`src/hdl/buffer_pkg.sv`:
```
// Shared types, constants and decoders for the configurable registered buffer.
// Summary of operation
// Sample data, termination and clock-enable inputs only at the rising clock edge.
// Low reset clears every flip-flop except the FIFO storage at once and holds all outputs low except inReady, which is high.
// Reset overrides chip-select gating; outputs stay low even with both selects high.
// Both chip selects high at an edge: gated data keeps its previous value.
// Either chip select low at an edge the FIFO is not full: gated data loads the sampled inputs.
// Termination and clock-enable copies load every edge the FIFO is not full, ignoring chip selects.
// Chip-select copies follow the primary select every edge the FIFO is not full and hold while it is full.
// Between edges every output holds; input changes have no effect.
// Both straps low: one-to-one, bits 2,3,5,6,8-25 each drive one output.
// Pinout low, fan-out high: gated inputs are bits 2,3,5,6,8-14.
// Both straps high: gated inputs are bits 1-6, 8-10, 12, 13.
// Fan-out modes: each register drives identical A and B copies, updated together.
// The two impedance-reserved inputs influence no register or output.
// Configuration straps are held static while the register operates.
package buffer_pkg;

   // Widths and depths of the data path.
   localparam int DATA_BITS = 25;
   localparam int FIFO_DEPTH = 16;

   // Active gated data bits of each configuration, bit n stands for data bit n.
   localparam logic [25:1] MASK_ONE_TO_ONE = 25'h1ffffb6;
   localparam logic [25:1] MASK_FAN_A = 25'h0003fb6;
   localparam logic [25:1] MASK_FAN_B = 25'h0001bbf;

   // Values after reset.
   localparam logic [1:0] STRAP_RESET = 2'h0;
   localparam logic CAPTURE_VALID_RESET = 1'h0;

   // Operating configurations selected by the two straps.
   typedef enum logic [1:0] {
      MODE_ONE_TO_ONE = 2'b00,
      MODE_FAN_A = 2'b01,
      MODE_FAN_B = 2'b10
   } mode_t;

   // One registered command word as it travels through the buffer.
   typedef struct packed {
      logic [25:1] data;
      logic cs;
      logic odt;
      logic cke;
   } cmdWord_t;

   localparam int WORD_BITS = $bits(cmdWord_t);
   localparam cmdWord_t CMD_WORD_RESET = '0;

   // Decodes the straps; a low fan-out strap always means one-to-one.
   function automatic mode_t decodeMode(input logic pinout, input logic fanout);
      mode_t m;
      m = MODE_ONE_TO_ONE;
      if (fanout) begin
         m = pinout ? MODE_FAN_B : MODE_FAN_A;
      end
      return m;
   endfunction

   // Returns the set of data bits that are live in a configuration.
   function automatic logic [25:1] modeMask(input mode_t mode);
      logic [25:1] mask;
      mask = MASK_ONE_TO_ONE;
      case (mode)
         MODE_ONE_TO_ONE: mask = MASK_ONE_TO_ONE;
         MODE_FAN_A: mask = MASK_FAN_A;
         MODE_FAN_B: mask = MASK_FAN_B;
         default: mask = MASK_ONE_TO_ONE;
      endcase
      return mask;
   endfunction

endpackage

```
`src/hdl/sync_two_ff.sv`:
```
// Two flip-flop synchroniser with asynchronous clear to zero.
`timescale 1ns/100ps
`default_nettype none
module sync_two_ff #(
   parameter int WIDTH = 1
) (
   // Clock and clear
   input wire logic clock,
   input wire logic clearN,
   // Level in and out
   input wire logic [WIDTH-1:0] d,
   output logic [WIDTH-1:0] q
);

   logic [WIDTH-1:0] stage1;

   // The first stage feeds only the second stage.
   always_ff @(posedge clock or negedge clearN) begin
      if (!clearN) begin
         stage1 <= '0;
         q <= '0;
      end else begin
         stage1 <= d;
         q <= stage1;
      end
   end

endmodule
`default_nettype wire

```
`src/hdl/cmd_fifo.sv`:
```
// Flip-flop FIFO with valid and ready on both sides.
`timescale 1ns/100ps
`default_nettype none
module cmd_fifo #(
   parameter int WIDTH = 8,
   parameter int DEPTH = 16
) (
   // Clock and reset
   input wire logic clock,
   input wire logic resetN,
   // Filling side
   input wire logic inValid,
   output logic inReady,
   input wire logic [WIDTH-1:0] inData,
   // Draining side
   output logic outValid,
   input wire logic outReady,
   output logic [WIDTH-1:0] outData
);

   localparam int PTR_BITS = $clog2(DEPTH);
   localparam int CNT_BITS = $clog2(DEPTH + 1);
   localparam logic [CNT_BITS-1:0] FULL_COUNT = CNT_BITS'(DEPTH);
   localparam logic [PTR_BITS-1:0] LAST_SLOT = PTR_BITS'(DEPTH - 1);

   logic [WIDTH-1:0] mem [DEPTH];
   logic [PTR_BITS-1:0] wrPtr, rdPtr, next_wrPtr, next_rdPtr;
   logic [CNT_BITS-1:0] count, next_count;
   logic push, pop;

   // Honest flags and head of queue.
   assign inReady = (count != FULL_COUNT);
   assign outValid = (count != '0);
   assign outData = mem[rdPtr];
   assign push = inValid && inReady;
   assign pop = outValid && outReady;

   // Pointer and occupancy update with wrap at the last slot.
   always_comb begin
      next_wrPtr = wrPtr;
      next_rdPtr = rdPtr;
      next_count = count;
      if (push) begin
         next_wrPtr = (wrPtr == LAST_SLOT) ? '0 : wrPtr + 1'b1;
      end
      if (pop) begin
         next_rdPtr = (rdPtr == LAST_SLOT) ? '0 : rdPtr + 1'b1;
      end
      if (push && !pop) begin
         next_count = count + 1'b1;
      end else if (pop && !push) begin
         next_count = count - 1'b1;
      end
   end

   // Registers the pointers and the count.
   always_ff @(posedge clock or negedge resetN) begin
      if (!resetN) begin
         wrPtr <= '0;
         rdPtr <= '0;
         count <= '0;
      end else begin
         wrPtr <= next_wrPtr;
         rdPtr <= next_rdPtr;
         count <= next_count;
      end
   end

   // Storage is written only on an accepted push.
   always_ff @(posedge clock) begin
      if (push) begin
         mem[wrPtr] <= inData;
      end
   end

endmodule
`default_nettype wire

```
`src/hdl/configurable_registered_buffer.sv`:
```
// Configurable one-to-one or one-to-two registered command buffer.
`timescale 1ns/100ps
`default_nettype none
module configurable_registered_buffer (
   // Clock and reset
   input wire logic clock,
   input wire logic rstn,
   // Configuration straps
   input wire logic pinoutSelect,
   input wire logic fanoutSelect,
   input wire logic impedanceReservedHigh,
   input wire logic impedanceReservedLow,
   // Command inputs from the controller
   input wire logic primaryChipSelectN,
   input wire logic secondaryChipSelectN,
   input wire logic terminationCtlIn,
   input wire logic clockEnableCtlIn,
   input wire logic [25:1] dataInBit,
   // Flow control
   input wire logic outReady,
   output logic inReady,
   // Registered outputs, A copy or one-to-one
   output logic [25:1] gatedDataOut,
   output logic chipSelectCopyOut,
   output logic terminationCtlOut,
   output logic clockEnableCtlOut,
   // Registered outputs, B copy
   output logic [25:1] gatedDataOutB,
   output logic chipSelectCopyOutB,
   output logic terminationCtlOutB,
   output logic clockEnableCtlOutB
);

   logic rstSyncN;
   logic [1:0] strapSync;
   buffer_pkg::mode_t mode;
   logic [25:1] liveMask;
   logic bothDeselected;
   logic fanOut;

   buffer_pkg::cmdWord_t capWord, next_capWord;
   logic capValid, next_capValid;
   logic [buffer_pkg::WORD_BITS-1:0] fifoData;
   logic fifoOutValid;
   buffer_pkg::cmdWord_t fifoWord;
   logic outLoad;

   buffer_pkg::cmdWord_t outWord, next_outWord;
   buffer_pkg::cmdWord_t outWordB, next_outWordB;

   // Reset asserts at once and is released through two flip-flops.
   sync_two_ff #(
      .WIDTH(1)
   ) resetSync (
      .clock(clock),
      .clearN(rstn),
      .d(1'b1),
      .q(rstSyncN)
   );

   // Straps are pins, so they pass two flip-flops before use.
   sync_two_ff #(
      .WIDTH(2)
   ) strapSyncer (
      .clock(clock),
      .clearN(rstn),
      .d({fanoutSelect, pinoutSelect}),
      .q(strapSync)
   );

   // Mode decode from the synchronised straps.
   // mode data masks
   always_comb begin
      mode = buffer_pkg::decodeMode(strapSync[0], strapSync[1]);
      liveMask = buffer_pkg::modeMask(mode);
      fanOut = (mode != buffer_pkg::MODE_ONE_TO_ONE);
   end

   // Gating is active only when both selects are high.
   assign bothDeselected = primaryChipSelectN && secondaryChipSelectN;

   // Capture stage next values; stalls only while the FIFO is full.
   always_comb begin
      next_capWord = capWord;
      next_capValid = capValid;
      if (inReady) begin
         next_capValid = 1'b1;
         // controls load freely
         next_capWord.odt = terminationCtlIn;
         next_capWord.cke = clockEnableCtlIn;
         // chip select copy
         next_capWord.cs = primaryChipSelectN;
         // load when selected
         if (!bothDeselected) begin
            // reserved inputs unused
            next_capWord.data = dataInBit & liveMask;
         end
         // hold when deselected
      end
   end

   // Capture stage registers, sampled on the rising edge only.
   // rising edge sampling
   // hold between edges
   always_ff @(posedge clock or negedge rstSyncN) begin
      if (!rstSyncN) begin
         capWord <= buffer_pkg::CMD_WORD_RESET;
         capValid <= buffer_pkg::CAPTURE_VALID_RESET;
      end else begin
         capWord <= next_capWord;
         capValid <= next_capValid;
      end
   end

   // Elastic buffer between capture and the output drivers.
   cmd_fifo #(
      .WIDTH(buffer_pkg::WORD_BITS),
      .DEPTH(buffer_pkg::FIFO_DEPTH)
   ) wordFifo (
      .clock(clock),
      .resetN(rstSyncN),
      .inValid(capValid),
      .inReady(inReady),
      .inData(capWord),
      .outValid(fifoOutValid),
      .outReady(outReady),
      .outData(fifoData)
   );

   assign fifoWord = buffer_pkg::cmdWord_t'(fifoData);
   assign outLoad = fifoOutValid && outReady;

   // Output stage next values; the B copy is live only in fan-out modes.
   always_comb begin
      next_outWord = outWord;
      next_outWordB = outWordB;
      if (outLoad) begin
         next_outWord = fifoWord;
         // identical B copy
         next_outWordB = fanOut ? fifoWord : buffer_pkg::CMD_WORD_RESET;
      end
   end

   // Output registers; reset forces them low whatever the selects do.
   // asynchronous clear
   // reset beats gating
   always_ff @(posedge clock or negedge rstSyncN) begin
      if (!rstSyncN) begin
         outWord <= buffer_pkg::CMD_WORD_RESET;
         outWordB <= buffer_pkg::CMD_WORD_RESET;
      end else begin
         outWord <= next_outWord;
         outWordB <= next_outWordB;
      end
   end

   // Output pins come straight from the output registers.
   assign gatedDataOut = outWord.data;
   assign chipSelectCopyOut = outWord.cs;
   assign terminationCtlOut = outWord.odt;
   assign clockEnableCtlOut = outWord.cke;
   assign gatedDataOutB = outWordB.data;
   assign chipSelectCopyOutB = outWordB.cs;
   assign terminationCtlOutB = outWordB.odt;
   assign clockEnableCtlOutB = outWordB.cke;

   // Every output except inReady is low whenever the internal reset is active.
   // outputs low
   a_reset_outputs_low: assert property (@(posedge clock)
      !rstSyncN |-> (outWord == '0) && (outWordB == '0) && !capValid)
      else $error("Outputs not low during reset.");

   // Both selects high at reset still leaves the outputs low.
   // reset priority
   a_reset_over_gate: assert property (@(posedge clock)
      (!rstSyncN && bothDeselected) |=> !rstSyncN || (gatedDataOut == '0))
      else $error("Gating overrode reset.");

   // Deselected edge keeps the captured gated data.
   // gated hold
   a_gated_data_hold: assert property (@(posedge clock) disable iff (!rstSyncN)
      (bothDeselected && inReady) |=> capWord.data == $past(capWord.data))
      else $error("Gated data changed while deselected.");

   // Selected edge loads the masked inputs.
   // normal load
   a_selected_data_load: assert property (@(posedge clock) disable iff (!rstSyncN)
      (!bothDeselected && inReady) |=> capWord.data == $past(dataInBit & liveMask))
      else $error("Gated data failed to load while selected.");

   // Controls load on every accepted edge regardless of the selects.
   // controls ungated
   a_ctl_always_load: assert property (@(posedge clock) disable iff (!rstSyncN)
      inReady |=> (capWord.odt == $past(terminationCtlIn))
                  && (capWord.cke == $past(clockEnableCtlIn)))
      else $error("Control copy did not load.");

   // Select copy tracks the primary select only.
   // select copy
   a_cs_copy_track: assert property (@(posedge clock) disable iff (!rstSyncN)
      inReady |=> capWord.cs == $past(primaryChipSelectN))
      else $error("Chip select copy did not follow the primary select.");

   // Outputs hold unless a word is taken from the buffer.
   // outputs hold
   a_output_hold: assert property (@(posedge clock) disable iff (!rstSyncN)
      !outLoad |=> $stable(outWord) && $stable(outWordB))
      else $error("Output changed without a load.");

   // With free drain, an input reaches the pins two edges after capture.
   // edge pipeline
   a_pipe_latency: assert property (@(posedge clock) disable iff (!rstSyncN)
      (inReady && capValid && outReady && !fifoOutValid) ##1 outReady
      |=> terminationCtlOut == $past(terminationCtlIn, 3))
      else $error("Captured control did not reach the output in time.");

   // One-to-one mode drives only its live bits.
   // one-to-one bits
   a_one_to_one_bits: assert property (@(posedge clock) disable iff (!rstSyncN)
      (mode == buffer_pkg::MODE_ONE_TO_ONE)
      |-> (capWord.data & ~buffer_pkg::MASK_ONE_TO_ONE) == '0)
      else $error("Dead bit set in one-to-one mode.");

   // Fan-out A mode drives only its live bits.
   // fan-out A bits
   a_fan_a_bits: assert property (@(posedge clock) disable iff (!rstSyncN)
      (mode == buffer_pkg::MODE_FAN_A) ##1 (mode == buffer_pkg::MODE_FAN_A)
      |-> (capWord.data & ~buffer_pkg::MASK_FAN_A) == '0)
      else $error("Dead bit set in fan-out A mode.");

   // Fan-out B mode drives only its live bits.
   // fan-out B bits
   a_fan_b_bits: assert property (@(posedge clock) disable iff (!rstSyncN)
      (mode == buffer_pkg::MODE_FAN_B) ##1 (mode == buffer_pkg::MODE_FAN_B)
      |-> (capWord.data & ~buffer_pkg::MASK_FAN_B) == '0)
      else $error("Dead bit set in fan-out B mode.");

   // A and B copies load together in fan-out modes.
   // copies match
   a_copies_match: assert property (@(posedge clock) disable iff (!rstSyncN)
      (outLoad && fanOut) |=> outWordB == outWord)
      else $error("B copy differs from A copy.");

   // The buffer accepts words again as soon as reset empties it.
   // ready in reset
   a_ready_in_reset: assert property (@(posedge clock)
      !rstSyncN |-> inReady)
      else $error("Input not ready during reset.");

   // A full buffer takes nothing, so the capture stage holds its word.
   // stalled capture
   a_capture_stall: assert property (@(posedge clock) disable iff (!rstSyncN)
      !inReady |=> $stable(capWord))
      else $error("Capture changed while the buffer was full.");

   // In one-to-one mode the B copy is loaded with zero.
   // idle B copy
   a_b_copy_idle: assert property (@(posedge clock) disable iff (!rstSyncN)
      (outLoad && !fanOut) |=> outWordB == '0)
      else $error("B copy not zero in one-to-one mode.");

   // The output data takes the oldest buffered word.
   // output data load
   a_out_data_load: assert property (@(posedge clock) disable iff (!rstSyncN)
      outLoad |=> gatedDataOut == $past(fifoWord.data))
      else $error("Output data did not take the buffered word.");

   // The output controls take the oldest buffered word.
   // output control load
   a_out_ctl_load: assert property (@(posedge clock) disable iff (!rstSyncN)
      outLoad |=> (terminationCtlOut == $past(fifoWord.odt))
                  && (clockEnableCtlOut == $past(fifoWord.cke)))
      else $error("Output controls did not take the buffered word.");

   // The output select copy takes the oldest buffered word.
   // output select copy
   a_out_cs_load: assert property (@(posedge clock) disable iff (!rstSyncN)
      outLoad |=> chipSelectCopyOut == $past(fifoWord.cs))
      else $error("Output select copy did not take the buffered word.");

   // One-to-one mode shows no dead bit on the output pins.
   // output live bits
   a_out_one_bits: assert property (@(posedge clock) disable iff (!rstSyncN)
      (mode == buffer_pkg::MODE_ONE_TO_ONE)
      |-> (gatedDataOut & ~buffer_pkg::MASK_ONE_TO_ONE) == '0)
      else $error("Dead output bit set in one-to-one mode.");

   // Fan-out B mode shows no dead bit on the output pins.
   // output live bits
   a_out_fan_b_bits: assert property (@(posedge clock) disable iff (!rstSyncN)
      (mode == buffer_pkg::MODE_FAN_B) ##1 (mode == buffer_pkg::MODE_FAN_B)
      |-> (gatedDataOut & ~buffer_pkg::MASK_FAN_B) == '0)
      else $error("Dead output bit set in fan-out B mode.");

   // Reserved inputs toggling alone never move the captured word.
   // reserved ignored
   a_reserved_ignored: assert property (@(posedge clock) disable iff (!rstSyncN)
      (inReady && $past(inReady) && $stable(dataInBit) && $stable(primaryChipSelectN)
       && $stable(secondaryChipSelectN)
       && $stable(terminationCtlIn) && $stable(clockEnableCtlIn)
       && $stable(strapSync) && capValid
       && ($changed(impedanceReservedHigh) || $changed(impedanceReservedLow)))
      |=> $stable(capWord))
      else $error("Reserved input affected the register.");

endmodule
`default_nettype wire

```
`config.mk`:
```
export PLATFORM = sky130hd
export DESIGN_NAME = configurable_registered_buffer
export DESIGN_NICKNAME = d
export VERILOG_FILES = /design/src/hdl/buffer_pkg.sv /design/src/hdl/sync_two_ff.sv /design/src/hdl/cmd_fifo.sv /design/src/hdl/configurable_registered_buffer.sv
export SDC_FILE = /design/constraint.sdc
export NUM_CORES = 1
export LEC_CHECK = 0
export BUFFER_PORTS_ARGS = -buffer_cell sky130_fd_sc_hd__buf_2
export CORE_UTILIZATION = 40
export DETAILED_ROUTE_END_ITERATION = 10
export GPL_ROUTABILITY_DRIVEN = 0
export SLEW_MARGIN = 20
export SYNTH_ARGS = -nofsm -noshare
export SYNTH_HDL_FRONTEND = slang
export SYNTH_SLANG_ARGS = --single-unit
```
`constraint.sdc`:
```
create_clock -name clock -period 3.5 [get_ports clock]
set_input_delay 0.35 -clock clock [delete_from_list [all_inputs] [get_ports clock]]
set_output_delay 0.35 -clock clock [all_outputs]
set_load 0.005 [all_outputs]
```
==> impl_metrics.env <==
export IMPL_wire_per_inst_um=22.8
export IMPL_cts_max_level=2
export IMPL_grt_max_degree=72
export IMPL_async_flop_share_pct=18.9
export IMPL_io_buffers=87
export IMPL_p_comb_share_pct=27.0
export IMPL_crit_fanout=71
export IMPL_ys_warnings_count=0
export IMPL_overflow=0
export IMPL_cp_arrival_ns=3.35
export IMPL_firstDrtPassIters=5
export IMPL_rows=83
export IMPL_reg2regPathDepth=5
export IMPL_leakagePower_nw=8.42
export IMPL_io_pins=93
export IMPL_reg2reg_to="wordFifo.rdPtr[1]"
export IMPL_ant_nets=0
export IMPL_rsz0062_at_grt="no"
export IMPL_status="complete, no violations"
export IMPL_hold_violations=0
export IMPL_cts_buffers_inserted=54
export IMPL_worstHoldStart="dataInBit[16]"
export IMPL_tightest_slew_ns=1.10
export IMPL_path_clk_slew_ns=0.06
export IMPL_grtUsageTotal_pct=16.9
export IMPL_cts_tree="built"
export IMPL_synth_area_leader_cell="edfxtp_1"
export IMPL_clkPwrFrac_pct=27.6
export IMPL_placed_cell_area_um2=22200
export IMPL_wl_met3_mm=1.77
export IMPL_final_setup_tns_ns=0
export IMPL_fill_cells=4319
export IMPL_routed_via_density=5.20
export IMPL_clock_sinks=533
export IMPL_max_freq_ghz=0.347
export IMPL_final_setup_viol_count=0
export IMPL_fin_area_um2=24200
export IMPL_synth_seq_area_share_pct=74.5
export IMPL_fin_crit_ns=2.88
export IMPL_die_area_um2=53000
export IMPL_clk_latency_ns=0.59
export IMPL_final_common_cell="edfxtp_1"
export IMPL_die_y_um=230
export IMPL_postCtsResizedCells=0
export IMPL_synth_seq_cells=533
export IMPL_p_switching_mw=6.39
export IMPL_synth_top_area_share_pct=62.3
export IMPL_timing_slew_headroom_pct=26.8
export IMPL_internal_power_mw=14.8
export IMPL_drt_wl_total_mm=43.4
export IMPL_syn_inst=1034
export IMPL_startpoint_type="register"
export IMPL_drc=0
export IMPL_initial_core_util_pct=40.5
export IMPL_power_density_nw_per_um2=874
export IMPL_pwr_share_seq_pct=45.4
export IMPL_root_buffer="clkbuf_16"
export IMPL_die_w_um=230
export IMPL_min_path_type="in2reg"
export IMPL_grt_pass1_vias=10400
export IMPL_drv_slew=0
export IMPL_synth_area_leaders="edfxtp_1 62%, dfrtp_1 12%, mux4_2 12%, mux2i_1 2.7%, mux2_2 2.2%"
export IMPL_area_delta_synth_final_pct=16.3
export IMPL_synth_area_um2=20800
export IMPL_drv_cap=0
export IMPL_yosysUniqueCellTypes=37
export IMPL_grt_pass1_wl_mm=66.0
export IMPL_nets=1222
export IMPL_finalClockSkew_ns=0.0105
export IMPL_vias=9879
export IMPL_min_period_over_period_pct=82.2
export IMPL_swShare_pct=30.2
export IMPL_wl_met2_mm=21.5
export IMPL_min_to="capWord[18]"
export IMPL_crit_type="reg2reg"
export IMPL_worstPathRequired_ns=3.97
export IMPL_avgSynthCellArea_um2=20.1
export IMPL_peakVddDrop_mv=0.565
export IMPL_coreArea_um2=51400
export IMPL_timing_rr_start="wordFifo.count[0]"
export IMPL_antenna_found_initial=0
export IMPL_dp_hpwl_mm=24.9
export IMPL_synth_flop_cell="edfxtp_1"
export IMPL_cts_buffer_depth=3
export IMPL_layout_drive_gt1_share_pct=33.7
export IMPL_highest_layer="met4"
export IMPL_ff2ff_setup_slack_ns=0.62
export IMPL_whs_path_depth=3
export IMPL_final_cell_mix="432 x edfxtp_1, 108 x mux4_2, 96 x dfrtp_1, 87 x buf_2, 81 x nand2_1"
export IMPL_synth_edf_count=432
export IMPL_met1Wirelength_mm=19.6
export IMPL_first_iter_violations=699
export IMPL_crit_path_end_kind="register"
-- synth_stat cells, drive strengths merged, types with 10 or more instances --
master,number
edfxtp,432
mux4,108
dfrtp,101
nand2,81
mux2i,56
o21ai,48
buf,45
mux2,41
o31ai,27
clkbuf,16
nor2,16
nand2b,14
ha,10
-- worst max-delay path: stages, from the launching register on --
cell     delay (ns)
dfrtp_1        0.45
or4_4          0.61
o21ai_4        0.15
buf_4          0.44
buf_4          0.70
mux2_2         0.41
-- metal layers --
metal / GRT usage, % / up-vias
met1: 23.5 / 5219
met2: 28.1 / 214
li1: - / 4395
met3: 2.70 / 51
met4: 3.75 / 0
met5: 0 / -
-- area by class of cell --
type                            instances  area (µm²)  share of cell area [%]
Antenna cell                            1        2.50                  0.0103
Timing Repair Buffer                  145        1020                    4.23
Clock buffer                           67        1530                    6.33
Sequential cell                       533       15500                    64.1
Inverter                                5        18.8                  0.0775
Tap cell                              680         851                    3.51
Clock inverter                         34         299                    1.23
Multi-Input combinational cell        436        4970                    20.5
-- metrics by stage --
| step | total power [mW] | hold slack [ns] | util [%] | cells | setup WS, ns |
|---|---|---|---|---|---|
| after floorplan | 13.6 | 0.0544 | - | 1035 | 0.0342 |
| after CTS | 21.5 | 0.00255 | 47.1 | 1900 | 0.557 |
| after global routing | 22.2 | 0.0325 | 47.1 | 1900 | 0.434 |
| after detailed placement | 15.6 | 0.187 | 43.1 | 1778 | 0.555 |
| after global placement | 15.5 | 0.184 | 43.1 | 1778 | 0.596 |
| final | 21.2 | 0.0348 | 47.1 | 1901 | 0.622 |
-- power groups by stage --
| stage | sequential (mW) | combinational, mW | clock, mW |
|---|---|---|---|
| final | 9.62 | 5.72 | 5.84 |
| after global routing | 9.80 | 6.21 | 6.21 |
| after CTS | 9.65 | 5.87 | 5.97 |
| after detailed placement | 9.78 | 5.83 | 0 |
| after global placement | 9.68 | 5.77 | 0 |
| after floorplan | 9.19 | 4.38 | 0 |
-- registers in the layout (all words and copies together), names as in the netlist, 2 cells and up --
signal,cells
wordFifo.mem,432
strapSyncer.stage1,2
wordFifo.count,5
gatedDataOut,24
wordFifo.rdPtr,4
wordFifo.wrPtr,4
gatedDataOutB,24
strapSyncer.q,2
capWord,27
-- cell families after synthesis --
logic type                 after synthesis  synth area share (%)
buffers and inverters                   66                  2.30
AOI/OAI and AO/OA                       87                  3.14
DFF                                    533                  74.5
adders and majority gates               11                 0.697
muxes                                  205                  16.6
other                                    2                0.0361
xor gates and xnor gates                 6                 0.252
and+or+nand+nor                        124                  2.52
-- worst max-delay path by stage --
stage	start	endpoint	slack, ns	cells past startpoint
after floorplan	wordFifo.count[0]	wordFifo.mem[0][0]	0.03	5
after global placement	wordFifo.count[0]	wordFifo.rdPtr[1]	0.60	5
after detailed placement	wordFifo.count[0]	wordFifo.rdPtr[1]	0.56	5
after CTS	wordFifo.count[0]	wordFifo.rdPtr[1]	0.56	5
after global routing	wordFifo.count[0]	wordFifo.rdPtr[1]	0.43	5
final	wordFifo.count[0]	wordFifo.rdPtr[1]	0.62	5
-- what timing repair did --
action / in CTS / in global routing
endpoints found under the hold margin: 26 / 0
hold buffers: 21 / 0
buffers inserted: 0 / 0
No activity file was read; power rests on OpenSTA's default activity.
